--- src/verilog/rac_pkg.sv ---
// package: register map, field positions and reset values of the alarm/control block
package rac_pkg;
    // register offsets
    localparam logic [7:0] ADDR_CONTROL = 8'h0E;
    localparam logic [7:0] ADDR_FLAGS = 8'h0F;
    localparam logic [7:0] ADDR_CHARGER = 8'h10;
    // control field positions
    localparam int CTL_HALT = 7;
    localparam int CTL_BACKUP_EN = 5;
    localparam int CTL_RATE_HI = 4;
    localparam int CTL_RATE_LO = 3;
    localparam int CTL_OUT_SEL = 2;
    localparam int CTL_A2_IE = 1;
    localparam int CTL_A1_IE = 0;
    // flags field positions
    localparam int FLG_OSC_STOP = 7;
    localparam int FLG_A2 = 1;
    localparam int FLG_A1 = 0;
    // writable masks and reset values
    localparam logic [7:0] CONTROL_MASK = 8'hBF;
    localparam logic [7:0] CONTROL_RESET = 8'h18;
    localparam logic [7:0] CHARGER_RESET = 8'h00;
    localparam logic [3:0] CHARGER_KEY = 4'hA;
    // alarm register fields
    localparam int MASK_BIT = 7;
    localparam int DAY_SEL_BIT = 6;
    // oscillator and timing
    localparam int OSC_HZ = 32768;
    localparam int CLK_HZ = 40000000;
    // 32.768 kHz tick period in 40 MHz cycles, rounded down
    localparam int OSC_DIV = CLK_HZ / OSC_HZ;
    // square-wave divider taps on a 15-bit chain: 1 Hz, 4096 Hz, 8192 Hz
    localparam int TAP_1HZ = 14;
    localparam int TAP_4K = 2;
    localparam int TAP_8K = 1;
    // rate select codes
    typedef enum logic [1:0] {
        RAC_RATE_1HZ = 2'h0,
        RAC_RATE_4K = 2'h1,
        RAC_RATE_8K = 2'h2,
        RAC_RATE_32K = 2'h3
    } rac_rate_type;
    // current time, BCD, as fed from the timekeeping counters
    typedef struct packed {
        logic [6:0] sec;
        logic [6:0] min;
        logic [6:0] hour;
        logic [2:0] wday;
        logic [5:0] date;
    } rac_time_type;
    // one alarm setting as four register bytes
    typedef struct packed {
        logic [7:0] sec;
        logic [7:0] min;
        logic [7:0] hour;
        logic [7:0] day;
    } rac_alarm_type;
    // charger path decode
    typedef struct packed {
        logic enable;
        logic diode;
        logic [1:0] resistor;
    } rac_charge_type;
endpackage

--- src/verilog/rac_alarm_ctrl.sv ---
// alarm match, output select, status flags and charger path decode
//
// Behaviour
// all alarm-one masks set fires each second; seconds-only unmasked matches seconds
// alarm one matches minutes+seconds, then hours+minutes+seconds as masks clear
// all alarm-one masks clear adds date, or weekday when select bit is one
// all alarm-two masks set fires at second 00 of each minute
// alarm two matches minutes, then hours and minutes as masks clear
// all alarm-two masks clear adds date, or weekday when select is one
// control bit 7 stops oscillator when one, runs it when zero; resets zero
// backup enable keeps output active on backup; else output floats on power fail
// rate bits choose 1 Hz, 4.096, 8.192 or 32.768 kHz square wave
// both rate bits reset to one, highest frequency
// output select bit 2 routes wave at zero, alarm interrupt at one; resets zero
// interrupt low when an enabled alarm flag is set; disabled flags ignored
// alarm enables and backup enable reset to zero
// oscillator-stop flag sets on power-up, supply loss, or halt bit
// oscillator-stop flag stays set until written zero; writing one does nothing
// alarm flag sets on match; write zero clears, write one keeps it
// charger enabled only with upper key nibble exactly 1010
// diode select 01 no diode, 10 one diode; 00 and 11 disable
// resistor select 01 250 ohm, 10 2k, 11 4k; 00 disables
// charger register resets to all zero
// software must not pick lowest resistor above the supply limit
// alarms compared against time once per second, flags set on match
// bit 6 of alarm day register picks weekday (1) or date (0)
// interrupt stays asserted until software clears the causing flag
// unused control and status bits read zero and ignore writes
`timescale 1ns/1ps
`default_nettype none
module rac_alarm_ctrl #(
    parameter int OSC_DIV = rac_pkg::OSC_DIV
) (
    // clock and reset
    input wire logic I_CLK,
    input wire logic I_SYS_RST,
    // register port from the serial slave
    input wire logic I_REG_WR,
    input wire logic [7:0] I_REG_ADDR,
    input wire logic [7:0] I_REG_WDATA,
    output logic [7:0] O_REG_RDATA,
    // time counters and alarm settings
    input wire logic I_SEC_TICK,
    input wire rac_pkg::rac_time_type I_TIME,
    input wire rac_pkg::rac_alarm_type I_ALARM_ONE,
    input wire rac_pkg::rac_alarm_type I_ALARM_TWO,
    // power and oscillator status
    input wire logic I_ON_BACKUP,
    input wire logic I_OSC_FAIL,
    // shared output pin, open drain in interrupt mode
    output logic O_WAVE_OR_IRQ_OUT,
    output logic O_WAVE_OR_IRQ_OE,
    // oscillator and charger controls
    output logic O_OSC_RUN,
    output rac_pkg::rac_charge_type O_CHARGE
);
    initial begin
        if (OSC_DIV < 2) begin
            $error("OSC_DIV must be at least 2");
        end
        // the tick counter is only 16 bits wide
        if (OSC_DIV > 65536) begin
            $error("OSC_DIV must not exceed 65536");
        end
    end

    // register images, status flags and timing state
    logic [7:0] rtc_control;
    logic [7:0] charger_config;
    logic alarm_one_flag;
    logic alarm_two_flag;
    logic osc_stopped_flag;
    logic osc_halt_d;
    logic [15:0] osc_cnt;
    logic osc_tick;
    logic osc_half;
    logic [14:0] wave_chain;
    logic alarm_one_hit;
    logic alarm_two_hit;
    logic wr_flags;
    logic oscillator_halt;
    logic backup_output_enable;
    logic output_select;
    logic alarm_one_irq_enable;
    logic alarm_two_irq_enable;
    logic [1:0] rate_sel;
    logic next_wave;
    logic next_irq_n;
    logic [3:0] charger_unlock_key;
    logic [1:0] diode_select;
    logic [1:0] charge_resistor_select;
    logic a1_sec_eq;
    logic a1_min_eq;
    logic a1_hour_eq;
    logic a1_day_eq;
    logic a2_min_eq;
    logic a2_hour_eq;
    logic a2_day_eq;

    // control field views
    // decoding from the stored byte keeps one source per field
    assign oscillator_halt = rtc_control[rac_pkg::CTL_HALT];
    assign backup_output_enable = rtc_control[rac_pkg::CTL_BACKUP_EN];
    assign rate_sel = {rtc_control[rac_pkg::CTL_RATE_HI], rtc_control[rac_pkg::CTL_RATE_LO]};
    assign output_select = rtc_control[rac_pkg::CTL_OUT_SEL];
    assign alarm_two_irq_enable = rtc_control[rac_pkg::CTL_A2_IE];
    assign alarm_one_irq_enable = rtc_control[rac_pkg::CTL_A1_IE];
    assign wr_flags = I_REG_WR && (I_REG_ADDR == rac_pkg::ADDR_FLAGS);

    // control register write
    // written fields act from the next edge; there is no shadow copy
    always_ff @(posedge I_CLK or posedge I_SYS_RST) begin
        if (I_SYS_RST) begin
            // halt resets zero
            // rate bits reset high
            // enables reset zero
            rtc_control <= rac_pkg::CONTROL_RESET;
        end else if (I_REG_WR && (I_REG_ADDR == rac_pkg::ADDR_CONTROL)) begin
            // bit 6 held at zero
            rtc_control <= I_REG_WDATA & rac_pkg::CONTROL_MASK;
        end
    end

    // charger register write
    // stored as written, so a read shows exactly what software wrote
    always_ff @(posedge I_CLK or posedge I_SYS_RST) begin
        if (I_SYS_RST) begin
            // charger clear at reset
            charger_config <= rac_pkg::CHARGER_RESET;
        end else if (I_REG_WR && (I_REG_ADDR == rac_pkg::ADDR_CHARGER)) begin
            charger_config <= I_REG_WDATA;
        end
    end

    // alarm one field comparisons
    // 12/24 and am/pm bits compare as stored, so both sides must agree
    always_comb begin
        a1_sec_eq = (I_ALARM_ONE.sec[6:0] == I_TIME.sec);
        a1_min_eq = (I_ALARM_ONE.min[6:0] == I_TIME.min);
        a1_hour_eq = (I_ALARM_ONE.hour[6:0] == I_TIME.hour);
        // weekday or date compare
        if (I_ALARM_ONE.day[rac_pkg::DAY_SEL_BIT]) begin
            a1_day_eq = (I_ALARM_ONE.day[5:0] == {3'h0, I_TIME.wday});
        end else begin
            a1_day_eq = (I_ALARM_ONE.day[5:0] == I_TIME.date);
        end
    end

    // alarm two field comparisons
    // the alarm-two seconds byte has no role; second zero gates it below
    always_comb begin
        a2_min_eq = (I_ALARM_TWO.min[6:0] == I_TIME.min);
        a2_hour_eq = (I_ALARM_TWO.hour[6:0] == I_TIME.hour);
        // weekday or date compare
        if (I_ALARM_TWO.day[rac_pkg::DAY_SEL_BIT]) begin
            a2_day_eq = (I_ALARM_TWO.day[5:0] == {3'h0, I_TIME.wday});
        end else begin
            a2_day_eq = (I_ALARM_TWO.day[5:0] == I_TIME.date);
        end
    end

    // masked match: a set mask bit makes that field always agree
    // unlisted mask mixes simply follow the same and-of-fields rule
    always_comb begin
        // seconds field or every second
        // minutes and hours join in
        // day or date joins in
        alarm_one_hit = (I_ALARM_ONE.sec[rac_pkg::MASK_BIT] || a1_sec_eq)
            && (I_ALARM_ONE.min[rac_pkg::MASK_BIT] || a1_min_eq)
            && (I_ALARM_ONE.hour[rac_pkg::MASK_BIT] || a1_hour_eq)
            && (I_ALARM_ONE.day[rac_pkg::MASK_BIT] || a1_day_eq);
        // once per minute at second zero
        // minutes then hours
        // day or date joins in
        alarm_two_hit = (I_TIME.sec == 7'h00)
            && (I_ALARM_TWO.min[rac_pkg::MASK_BIT] || a2_min_eq)
            && (I_ALARM_TWO.hour[rac_pkg::MASK_BIT] || a2_hour_eq)
            && (I_ALARM_TWO.day[rac_pkg::MASK_BIT] || a2_day_eq);
    end

    // alarm flags: match on the second tick wins over a software clear
    // a clear lost to a match leaves the flag set, so software re-reads
    always_ff @(posedge I_CLK or posedge I_SYS_RST) begin
        if (I_SYS_RST) begin
            alarm_one_flag <= 1'b0;
            alarm_two_flag <= 1'b0;
        end else begin
            // compare once per second
            // set on match, clear by zero only
            if (I_SEC_TICK && alarm_one_hit) begin
                alarm_one_flag <= 1'b1;
            end else if (wr_flags && !I_REG_WDATA[rac_pkg::FLG_A1]) begin
                alarm_one_flag <= 1'b0;
            end
            if (I_SEC_TICK && alarm_two_hit) begin
                alarm_two_flag <= 1'b1;
            end else if (wr_flags && !I_REG_WDATA[rac_pkg::FLG_A2]) begin
                alarm_two_flag <= 1'b0;
            end
        end
    end

    // oscillator stop flag, set on a rising halt bit or every cycle failure is high
    // a held halt bit sets it once; software may clear it while halted
    always_ff @(posedge I_CLK or posedge I_SYS_RST) begin
        if (I_SYS_RST) begin
            // power-up counts as a stop
            osc_stopped_flag <= 1'b1;
            osc_halt_d <= 1'b0;
        end else begin
            osc_halt_d <= oscillator_halt;
            // rising halt or failure sets it
            // only a zero write clears
            if ((oscillator_halt && !osc_halt_d) || I_OSC_FAIL) begin
                osc_stopped_flag <= 1'b1;
            end else if (wr_flags && !I_REG_WDATA[rac_pkg::FLG_OSC_STOP]) begin
                osc_stopped_flag <= 1'b0;
            end
        end
    end

    // 32.768 kHz tick enable from the system clock; frozen while halted
    // the divide is rounded down, so the tick runs slightly fast
    always_ff @(posedge I_CLK or posedge I_SYS_RST) begin
        if (I_SYS_RST) begin
            osc_cnt <= 16'h0000;
            osc_tick <= 1'b0;
        end else if (oscillator_halt) begin
            osc_cnt <= 16'h0000;
            osc_tick <= 1'b0;
        end else if (osc_cnt == 16'(OSC_DIV - 1)) begin
            osc_cnt <= 16'h0000;
            osc_tick <= 1'b1;
        end else begin
            osc_cnt <= osc_cnt + 16'h0001;
            osc_tick <= 1'b0;
        end
    end

    // top rate from the tick counter
    // chain bit 0 only reaches half the tick rate, so use the counter's halves
    assign osc_half = (osc_cnt >= 16'(OSC_DIV / 2));

    // countdown chain: bit n toggles at 32768 / 2^(n+1) Hz
    // one chain feeds every tap, so a rate change keeps the phase
    always_ff @(posedge I_CLK or posedge I_SYS_RST) begin
        if (I_SYS_RST) begin
            wave_chain <= 15'h0000;
        end else if (osc_tick) begin
            wave_chain <= wave_chain + 15'h0001;
        end
    end

    // halted: chain freezes and counter clears, so the pin holds its level except at 32 kHz, where it sits low
    // square-wave frequency select
    always_comb begin
        case (rac_pkg::rac_rate_type'(rate_sel))
            rac_pkg::RAC_RATE_1HZ: next_wave = wave_chain[rac_pkg::TAP_1HZ];
            rac_pkg::RAC_RATE_4K: next_wave = wave_chain[rac_pkg::TAP_4K];
            rac_pkg::RAC_RATE_8K: next_wave = wave_chain[rac_pkg::TAP_8K];
            rac_pkg::RAC_RATE_32K: next_wave = osc_half;
            default: next_wave = 1'b0;
        endcase
    end

    // only enabled flags pull the interrupt low
    // held until flag cleared
    assign next_irq_n = !((alarm_one_flag && alarm_one_irq_enable)
        || (alarm_two_flag && alarm_two_irq_enable));

    // shared pin: wave is push-pull, interrupt is open drain
    // oe low lets the board's pull-up hold the interrupt line high
    always_ff @(posedge I_CLK or posedge I_SYS_RST) begin
        if (I_SYS_RST) begin
            O_WAVE_OR_IRQ_OUT <= 1'b0;
            O_WAVE_OR_IRQ_OE <= 1'b0;
        end else if (I_ON_BACKUP && !backup_output_enable) begin
            // float on backup unless enabled
            O_WAVE_OR_IRQ_OUT <= 1'b0;
            O_WAVE_OR_IRQ_OE <= 1'b0;
        end else if (output_select) begin
            // interrupt mode
            O_WAVE_OR_IRQ_OUT <= 1'b0;
            O_WAVE_OR_IRQ_OE <= !next_irq_n;
        end else begin
            // square-wave mode
            O_WAVE_OR_IRQ_OUT <= next_wave;
            O_WAVE_OR_IRQ_OE <= 1'b1;
        end
    end

    // charger key and path fields
    assign charger_unlock_key = charger_config[7:4];
    assign diode_select = charger_config[3:2];
    assign charge_resistor_select = charger_config[1:0];

    // charger path decode, registered
    // path bits pass on even when disabled; enable alone gates the switch
    always_ff @(posedge I_CLK or posedge I_SYS_RST) begin
        if (I_SYS_RST) begin
            O_CHARGE <= '0;
        end else begin
            // exact key unlocks
            // diode codes 00 and 11 block
            // R19 resistor code 00 blocks
            // lowest resistor is software's responsibility
            O_CHARGE.enable <= (charger_unlock_key == rac_pkg::CHARGER_KEY)
                && (diode_select[1] ^ diode_select[0])
                && (charge_resistor_select != 2'h0);
            O_CHARGE.diode <= diode_select[1];
            O_CHARGE.resistor <= charge_resistor_select;
        end
    end

    // registered like every other pin, one cycle after the write
    // halt bit stops oscillator
    always_ff @(posedge I_CLK or posedge I_SYS_RST) begin
        if (I_SYS_RST) begin
            O_OSC_RUN <= 1'b0;
        end else begin
            O_OSC_RUN <= !oscillator_halt;
        end
    end

    // read data, registered so it is stable one cycle after the address
    // reads have no side effects; flags clear only on an explicit write
    always_ff @(posedge I_CLK or posedge I_SYS_RST) begin
        if (I_SYS_RST) begin
            O_REG_RDATA <= 8'h00;
        end else begin
            case (I_REG_ADDR)
                rac_pkg::ADDR_CONTROL: O_REG_RDATA <= rtc_control;
                // unused status bits read zero
                rac_pkg::ADDR_FLAGS: O_REG_RDATA <= {osc_stopped_flag, 5'h00,
                    alarm_two_flag, alarm_one_flag};
                rac_pkg::ADDR_CHARGER: O_REG_RDATA <= charger_config;
                default: O_REG_RDATA <= 8'h00;
            endcase
        end
    end
endmodule
`default_nettype wire

--- config.mk ---
export PLATFORM = sky130hd
export DESIGN_NAME = rac_alarm_ctrl
export DESIGN_NICKNAME = d
export VERILOG_FILES = /design/src/verilog/rac_pkg.sv /design/src/verilog/rac_alarm_ctrl.sv
export SDC_FILE = /design/constraint.sdc
export NUM_CORES = 1
export LEC_CHECK = 0
export ABC_AREA = 0
export BUFFER_PORTS_ARGS = -buffer_cell sky130_fd_sc_hd__buf_2
export CAP_MARGIN = 40
export CELL_PAD_IN_SITES_DETAIL_PLACEMENT = 0
export CELL_PAD_IN_SITES_GLOBAL_PLACEMENT = 1
export CORE_ASPECT_RATIO = 1.1
export CORE_UTILIZATION = 30
export DETAILED_ROUTE_END_ITERATION = 8
export GPL_TIMING_DRIVEN = 0
export PLACE_DENSITY_LB_ADDON = 0.1
export SETUP_SLACK_MARGIN = 0.05
export SYNTH_ARGS = -nofsm -noshare
export SYNTH_HDL_FRONTEND = slang
export SYNTH_SLANG_ARGS = --single-unit
--- constraint.sdc ---
create_clock -name I_CLK -period 3.08 [get_ports I_CLK]
set_input_delay 0.616 -clock I_CLK [delete_from_list [all_inputs] [get_ports I_CLK]]
set_output_delay 0.616 -clock I_CLK [all_outputs]
set_load 0.05 [all_outputs]
# Word-level counts from Yosys, hierarchy flattened
# Index checks and enable logic that the tools add are counted.
word_totals:
  output_inout_bits: 15
  input_bits: 116
  word_cells: 96
  regBits: 66
op_classes:
  eq_ne: 17
  order_cmp: 1
  addsub: 2
  bitwise: 1
  n_mux: 18
  reduce_logical: 41
op_table:
  columns: ["operator", "count"]
  rows:
  - ["$eq A7 B7 Y1", 5]
  - ["$mux W16", 2]
  - ["$pmux W8 S3", 1]
  - ["$logic_and A1 B1 Y1", 20]
  - ["$add A16 B1 Y16 const B", 1]
  - ["$eq A16 B11 Y1 const B", 1]
  - ["$eq A8 B4 Y1 const B", 2]
  - ["$ge A16 B10 Y1 const B", 1]
  - ["$add A15 B1 Y15 const B", 1]
  - ["$mux W1", 14]
  - ["$eq A6 B3 Y1", 2]
  - ["$eq A6 B6 Y1", 2]
  - ["$logic_or A1 B1 Y1", 9]
  - ["$eq A8 B5 Y1 const B", 1]
  - ["$reduce_bool A2 Y1", 4]
  - ["$logic_not A7 Y1", 1]
  - ["$logic_not A1 Y1", 6]
  - ["$eq A2 B2 Y1 const B", 2]
  - ["$eq A4 B4 Y1 const B", 1]
  - ["$pmux W1 S4", 1]
  - ["$eq A2 B1 Y1 const B", 1]
  - ["$logic_not A2 Y1", 1]
  - ["$xor A1 B1 Y1", 1]

# Longest topological paths before layout
# Gate-level depths: netlist of the first run.
logic_depth:
  depth_word: 7
  ltp_mapped: 7

# Worst setup path after synthesis of the first run
# Ideal clock, no wire load.
synth_timing:
  path_kind: "in2reg"
  startpoint: "input I_REG_ADDR[5]"
  endpoint: "register rtc_control[0]"
  n_path_buf: 0
  stages: 4
  t_arrival_ns: 1.978
  setup_time_ns: 0.125
  setup_slack_ns: 0.977
  cell_sequence: "or3_4 > or2_4 > nor3b_4 > mux2_2"
synth_via:
  elab_chain_len: 2
synth_lines:
  columns: ["item", "line_no", "rtl"]
  rows:
  - ["start, declared", "rac_alarm_ctrl.sv:39", "input wire logic [7:0] I_REG_ADDR,"]
  - ["$eq A8 B4 Y1", "rac_alarm_ctrl.sv:118", "end else if (I_REG_WR && (I_REG_ADDR == rac_pkg::ADDR_CONTROL)) begin"]
  - ["$logic_and A1 B1 Y1", "rac_alarm_ctrl.sv:118", null]
  - ["end signal, assigned", "rac_alarm_ctrl.sv:117", "rtc_control <= rac_pkg::CONTROL_RESET;"]
  - ["end signal, assigned", "rac_alarm_ctrl.sv:120", "rtc_control <= I_REG_WDATA & rac_pkg::CONTROL_MASK;"]
  - ["end, declared", "rac_alarm_ctrl.sv:68", "logic [7:0] rtc_control;"]
# No other way between the ends.
# A chain may end at the register's enable or synchronous reset.

# Worst setup path in the final report of the first run
layout_timing:
  startpoint: "input I_REG_ADDR[5]"
  endpoint: "register rtc_control[2]"
# Same word-level chain as after synthesis.

==> results of run 1 <==
cells by family (layout without fill, tap and decap cells):
| group | Yosys count | count (layout) | share of synthesized area [%] |
|---|---|---|---|
| AO/OA/AOI/OAI | 35 | 35 | 7.37 |
| AND/OR/NAND/NOR | 105 | 105 | 16.2 |
| XOR/XNOR | 76 | 76 | 19.3 |
| adder cells (fa/ha/maj) | 3 | 3 | 1.09 |
| flip-flops | 66 | 66 | 48.0 |
| buffers and inverters | 9 | 144 | 1.05 |
| multiplexers | 22 | 22 | 6.93 |
final cells by class:
cell class | count | area share [%]
multi-input combinational | 241 | 38.9
sequential | 66 | 36.7
timing repair buffer | 119 | 13.2
clock buffer | 9 | 5.00
tap | 147 | 4.08
clock inverter | 7 | 1.19
inverter | 5 | 0.472
buffer | 4 | 0.389
layer usage:
layer	share of wire, %	up-vias	track usage (%)
met2	51	69	24.0
met3	4.5	4	4.21
li1	-	1379	-
met4	0.27	0	2.29
met5	0	-	0
met1	44	1257	17.4
cell usage after synthesis (2+ instances only):
cell type	number
a31oi_1	2
nor4_1	8
and3_1	4
nand2b_1	3
ha_1	3
a41oi_1	6
xor2_1	41
clkbuf_1	2
o21ai_0	9
o41ai_1	2
inv_1	5
nor4bb_1	4
o32ai_1	4
xnor2_1	35
dfstp_2	3
nor3_1	4
a21oi_1	2
nor2_1	33
mux2i_1	7
mux2_2	15
a22o_1	4
nor2b_1	2
buf_2	2
nand4_1	6
nand3_1	15
nand2_1	16
dfrtp_1	63
sequential cells by signal, indices dropped and copies added (netlist names), 4 cells and up:
register and flops:
wave_chain 15, osc_cnt 16, O_CHARGE 4, charger_config 8, rtc_control 7, O_REG_RDATA 8
worst max-delay path, stage by stage:
cell and delay, ns:
buf_2 0.10, or3_4 0.40, or2_4 0.29, nor3b_4 0.42, mux2_2 0.39
stage by stage:
| step | cells | TNS (ns) | area, µm² |
|---|---|---|---|
| finish | 598 | 0 | 4510 |
| CTS | 598 | 0 | 4510 |
| global route | 598 | 0 | 4510 |
| floorplan | 316 | 0 | 3450 |
| global placement | 582 | -3.50 | 4230 |
| detailed placement | 582 | 0 | 4230 |
power by group through the flow:
stage	Clock, mW	Sequential, mW	Combinational (mW)
2_1_floorplan	0	0.928	0.110
3_3_place_gp	0	0.918	0.236
3_5_place_dp	0	0.918	0.238
4_1_cts	0.960	0.903	0.240
5_1_grt	1.01	0.905	0.262
6_report	0.939	0.902	0.235
how the worst max path moves through the flow:
stage | end | slack, ns | cells after the start
2_1_floorplan | O_CHARGE[0]$_DFF_PP0_ | 0.81 | 1
3_3_place_gp | O_CHARGE[1]$_DFF_PP0_ | -0.06 | 2
3_5_place_dp | rtc_control[2]$_DFFE_PP0P_ | 0.70 | 5
4_1_cts | rtc_control[2]$_DFFE_PP0P_ | 1.04 | 5
5_1_grt | osc_cnt[14]$_DFF_PP0_ | 0.92 | 6
6_report | rtc_control[2]$_DFFE_PP0P_ | 1.07 | 5
==> metrics.md, run 1 <==
| Metric | Value |
|---|---|
| DR pass1 iterations | `4` |
| CTS Buf Count | `9` |
| Post-route DRC | `0` |
| Ys Warns | `0` |
| Seq/Total Area, Yosys | `48.0%` |
| R2R Setup Slk | `1.12 ns` |
| Final setup fails | `0` |
| Initial antenna violation count | `0` |
| Cells after synthesis | `approximately 320` |
| Tmin final | `between 2 and 2.5 ns` |
| Min-Delay Path Class | `flop to flop` |
| DRT iter0 DRCs | `107` |
| Pwr dens | `460 nW/µm²` |
| Top cell type's share of synthesized area | `45.7%` |
| Core area | `about 11000 µm²` |
| Area leader, netlist | `dfrtp_1` |
| Clock Sinks | `66` |
| Worst slew pin tran | `approximately 0.81 ns` |
| Fin util | `around 40%` |
| Worst Path Required | `3.28 ns` |
| Antenna cell count | `0` |
| Bufs on Longest Clock Path | `2` |
| Vias per cell | `between 4 and 5` |
| Fill cells | `~1100` |
| Hpwl dp | `~6500 µm` |
| Layout cells sized above 1 | `between 30% and 40%` |
| Hold_ws | `roughly 0.42 ns` |
| Nets | `between 500 and 600` |
| Largest net degree at the start of global routing | `67` |
| Placer Congestion | `0.713` |
| Net count after synthesis | `around 440` |
| Arr. time, crit path | `2.21 ns` |
| Max-slew headroom | `a little under half` |
| CP Launch Type | `input port` |
| Root Driver | `clkbuf_16` |
| Die area | `about 12000 µm²` |
| Clock share of power | `45.2%` |
| Sw frac | `between 20% and 30%` |
| Async set or reset register ratio after synthesis | `between 90% and 100%` |
| Number of distinct library cells after synthesis | `43` |
| Antenna-violating nets left | `0` |
| Crit end category | `flop` |
| Total global-route track usage | `about 14%` |
| Leakage | `about 2.1 nW` |
| Final setup margin | `1.07 ns` |
| # rows | `40` |
| Most frequent cells in the layout | `buf_2 (121), dfrtp_1 (63), xor2_1 (41)` |
| Max-Cap Viols | `0` |
| Clk_lat worst skew | `between 0.3 and 0.4 ns` |
| Mean Syn Cell Area | `~11 µm²` |
| Post-synth top flop | `dfrtp_1` |
| CTS tree | `done` |
| Total Wirelength | `around 8100 µm` |
| Number of synthesized flops with an enable pin | `0` |
| Worst hold path cell count | `0` |
| Pwr Total | `2.08 mW` |
| Origin of the worst min-delay path | `charger_config[0]$_DFFE_PP0P_` |
| Crit Path Max Fanout | `8` |
| Final Max Slew Viols | `0` |
| Internal power | `1.55 mW` |
| Setup bufs post-CTS | `0` |
| Yosys reg bits | `66` |
| PostCTS Resize Cnt | `0` |
| Placement Setup Slack | `about 0.7 ns` |
| Synth area leaders | `dfrtp_1 (46%), xor2_1 (10%), xnor2_1 (8.9%)` |
| Endpoints failing hold | `0` |
| Start of the worst register-to-register path | `osc_cnt[11]$_DFF_PP0_` |
| Input/output buffers | `119` |
| Reg2Reg Depth | `6` |
| Grt total ovfl | `0` |
| Flip-flop and latch area | `between 1500 and 2000 µm²` |
| Hold worst-path end | `O_CHARGE[0]$_DFF_PP0_` |
| Drt wl/cell | `approximately 14 µm` |
| Kind of critical path | `input port to flop` |
| I/O pins | `around 130` |
| Most common cell after layout, fill and taps aside | `buf_2` |
| Mapped cell area | `approximately 3400 µm²` |
| Max IR drop VDD | `278 µV` |
| Die H | `~110 µm` |
| Hold Buf Count CTS | `0` |
| Fin crit share | `between 60 and 70%` |
| Number of global-route vias before repair | `between 2000 and 3000` |
| Clk pin slew, worst setup/hold paths | `0.06 ns` |
| Max Clk Rate | `between 0.4 and 0.5 GHz` |
| Multi-input logic area | `1760 µm²` |
| Via count | `2709` |
| Die W | `~100 µm` |
| H-tree depth | `3` |
| Worst Setup SP | `I_REG_ADDR[5]` |
| Area Growth Syn to Fin | `30.8%` |
| R2R Path End | `osc_cnt[11]$_DFF_PP0_` |
| Initial core utilization | `slightly above 30%` |
| Clock Skew | `0.00757 ns` |
| Status | `finished clean` |
| Reg power frac | `between 40% and 50%` |
| First-pass GRT wire length | `~13000 µm` |
| Switching power | `~0.53 mW` |
| RSZ-0062 raised after global routing | `false` |
| Comb pwr share | `between 10% and 20%` |
(Power assumes the default switching activity.)
==> run 2: changes to the inputs <==
ABC_AREA = 1   (was 0)
clock period = 2.1 ns   (was 3.08 ns; I/O delays follow)
==> metrics.md, run 2 <==
| Metric | Value |
|---|---|
| Status | `finished clean` |
| # rows | `44 (+10%)` |
| Fin crit share | `72.5%` |
| Pwr dens | `632 nW/µm² (+37%)` |
| Max reg flops | `16 (unchanged)` |
| Placer Congestion | `0.818 (+15%)` |
| Setup bufs post-CTS | `0 (unchanged)` |
| Final setup margin | `0.578 ns (-0.492 ns)` |
| Cells after synthesis | `565 (+79%)` |
| Hold Buf Count CTS | `0 (unchanged)` |
| Area Growth Syn to Fin | `28.8%` |
| Mapped cell area | `4030 µm² (+17%)` |
| Placement Setup Slack | `0.403 ns (-0.298 ns)` |
| Total Wirelength | `9670 µm (+20%)` |
| Fill cells | `1403 (+23%)` |
| Clk_lat worst skew | `0.33 ns (about the same)` |
| Vias per cell | `4.32 (-4.7%)` |
| Most frequent cells in the layout | `nand2_1 (179), buf_2 (123), inv_1 (103)` |
| CTS Buf Count | `9 (unchanged)` |
| Initial core utilization | `30.6% (-0.53 points)` |
| Post-route DRC | `0 (unchanged)` |
| PostCTS Resize Cnt | `0 (unchanged)` |
| Grt total ovfl | `0 (unchanged)` |
| Commonest cells post-synth | `nand2_1 (179), inv_1 (104), dfrtp_1 (63), nor2_1 (55), nor3_1 (19)` |
| Input/output buffers | `122 (+2.5%)` |
| Clk pin slew, worst setup/hold paths | `0.05 ns (about the same)` |
| Tmin final | `1.52 ns` |
| Max-slew headroom | `64.8% (+19 points)` |
| Yosys reg bits | `66 (unchanged)` |
| Final setup fails | `0 (unchanged)` |
| Post-Synth Adder-Cell Area | `0.931% (-0.16 points)` |
| Hpwl dp | `7970 µm (+23%)` |
| Simple-gate share of the synthesized area | `32.9% (+17 points)` |
| Net count after synthesis | `684 (+57%)` |
| CTS tree | `done` |
| Bufs on Longest Clock Path | `2 (unchanged)` |
| Xor and xnor area share after synthesis | `7.82% (-11 points)` |
| Largest Register | `osc_cnt` |
| Placement Cell Area | `4890 µm² (+16%)` |
| Crit Path Max Fanout | `6 (-2)` |
| Ys Warns | `0 (unchanged)` |
| Number of synthesized flops with an enable pin | `0 (unchanged)` |
| Worst slew pin tran | `0.528 ns (-0.279 ns)` |
| Crit end category | `flop` |
| Clock Skew | `0.00478 ns (-0.00278 ns)` |
| Placed insts | `850 (+46%)` |
| Die area | `13900 µm² (+17%)` |
| Top cell type's share of synthesized area | `39.1% (-6.6 points)` |
| Drt wl/cell | `11.2 µm (-17%)` |
| Max Clk Rate | `roughly 0.66 GHz` |
| Number of distinct library cells after synthesis | `35 (-19%)` |
| Antenna-violating nets left | `0 (unchanged)` |
| Most common cell after layout, fill and taps aside | `nand2_1` |
| Leakage | `2.90 nW (+37%)` |
| Flip-flop and latch area | `1660 µm² (unchanged)` |
| Endpoints failing hold | `0 (unchanged)` |
| Core area | `13200 µm² (+19%)` |
| I/O pins | `131 (unchanged)` |
| Min-Delay Path Class | `input port to asynchronous set/reset pin` |
| Die H | `124 µm (+8.0%)` |
| Async set or reset register ratio after synthesis | `100% (unchanged)` |
| Non-Filler Instances | `866 (+45%)` |
| RSZ-0062 raised after global routing | `false` |
| Number of global-route vias before repair | `3624 (+32%)` |
| Fin util | `39.5% (-1.3 points)` |
| Total global-route track usage | `14.9% (+0.97 points)` |
| Multi-input logic area | `1930 µm² (+10%)` |
| First-pass GRT wire length | `16200 µm (+24%)` |
| Post-synth top flop | `dfrtp_1` |
| Mean Syn Cell Area | `7.14 µm² (-35%)` |
| DR pass1 iterations | `4 (unchanged)` |
| Initial antenna violation count | `0 (unchanged)` |
| Largest family of logic cells by synthesized area | `simple AND/OR/NAND/NOR gates` |
| Mux cell area share after synthesis | `0% (-6.9 points)` |
| Seq/Total Area, Yosys | `41.1% (-7.0 points)` |
| Area leader, netlist | `dfrtp_1` |
| Max-Cap Viols | `0 (unchanged)` |
| Largest net degree at the start of global routing | `37 (-45%)` |
| Via count | `3739 (+38%)` |
| Layout cells sized above 1 | `24.1% (-12 points)` |
| TNS Setup | `0 ns (unchanged)` |
| Root Driver | `clkbuf_16` |
| Kind of critical path | `flop to flop` |
| Biggest regs | `osc_cnt (16), wave_chain (15)` |
| Count leader, synth | `nand2_1` |
| Synth Area in Compound Gates | `6.24% (-1.1 points)` |
| Max IR drop VDD | `353 µV (+27%)` |
| CP Launch Type | `flop` |
| Die W | `113 µm (+8.0%)` |
| Nets | `819 (+45%)` |
| H-tree depth | `3 (unchanged)` |
| Synth area leaders | `dfrtp_1 (39%), nand2_1 (17%), inv_1 (9.7%)` |
| Arr. time, crit path | `1.72 ns (-0.49 ns)` |
| Worst Path Required | `2.30 ns (-0.98 ns)` |
| Final Cell Area | `5190 µm² (+15%)` |
| DRT iter0 DRCs | `161 (+50%)` |
| Final Max Slew Viols | `0 (unchanged)` |
| Clock Sinks | `66 (unchanged)` |
| Antenna cell count | `0 (unchanged)` |
[run 2: cell type report]
type	count	area share [%]
buffer	4	0.602
clock buffer	12	4.94
clock inverter	4	0.964
inverter	110	8.02
multi-input combinational	385	37.2
sequential	66	31.9
tap	161	3.88
timing repair buffer	124	12.5
[run 2: cell families (layout without fill, tap and decap cells)]
logic type	after synthesis	in the layout
adders and majority gates	3	3
DFF	66	66
and+or+nand+nor	302	302
xor gates and xnor gates	36	36
buffers and inverters	114	254
AOI/OAI and AO/OA	44	44
[run 2: final timing paths]
check	start	slack (ns)	depth (start not counted)	end
setup / recovery	osc_cnt[1]$_DFF_PP0_	0.58	6	osc_cnt[6]$_DFF_PP0_
hold / removal	I_SYS_RST	0.02	2	osc_cnt[14]$_DFF_PP0_
hold reg to reg	osc_halt_d$_DFF_PP0_	0.41	1	osc_stopped_flag$_DFFE_PP1P_
max in group asynchronous	I_SYS_RST	1.37	4	osc_stopped_flag$_DFFE_PP1P_
setup reg to reg	osc_cnt[1]$_DFF_PP0_	0.58	6	osc_cnt[6]$_DFF_PP0_
min in group I_CLK	I_REG_WDATA[0]	0.31	3	rtc_control[0]$_DFFE_PP0P_
[run 2: power by group]
group          internal, mW  total (mW)  switching [mW]
sequential             1.31        1.33          0.0214
combinational         0.179       0.432           0.253
clock                 0.981        1.52           0.535
total                  2.47        3.28           0.809
[run 2: through the flow]
step | hold slack [ns] | total power [mW]
after global routing | 0.0337 | 3.45
after CTS | 0.0169 | 3.34
final | 0.0209 | 3.28
after global placement | 0.381 | 1.78
after detailed placement | 0.370 | 1.80
after floorplan | 0.366 | 1.59
[run 2: critical path, stage by stage, from the launching register on]
cell and delay (ns):
dfrtp_1 0.39, ha_1 0.21, inv_1 0.10, nor4_1 0.20, nand4_1 0.17, nand2_1 0.24
nor3_1 0.08
[run 2: metal layers]
layer | up-vias | track usage (%) | wire length (µm) | part of all wire [%]
li1 | 1995 | - | - | -
met1 | 1653 | 17.8 | 4390 | 45
met2 | 84 | 26.0 | 4690 | 48
met3 | 7 | 3.89 | 501 | 5.2
met4 | 0 | 5.00 | 86 | 0.89
met5 | - | 0 | 0 | 0
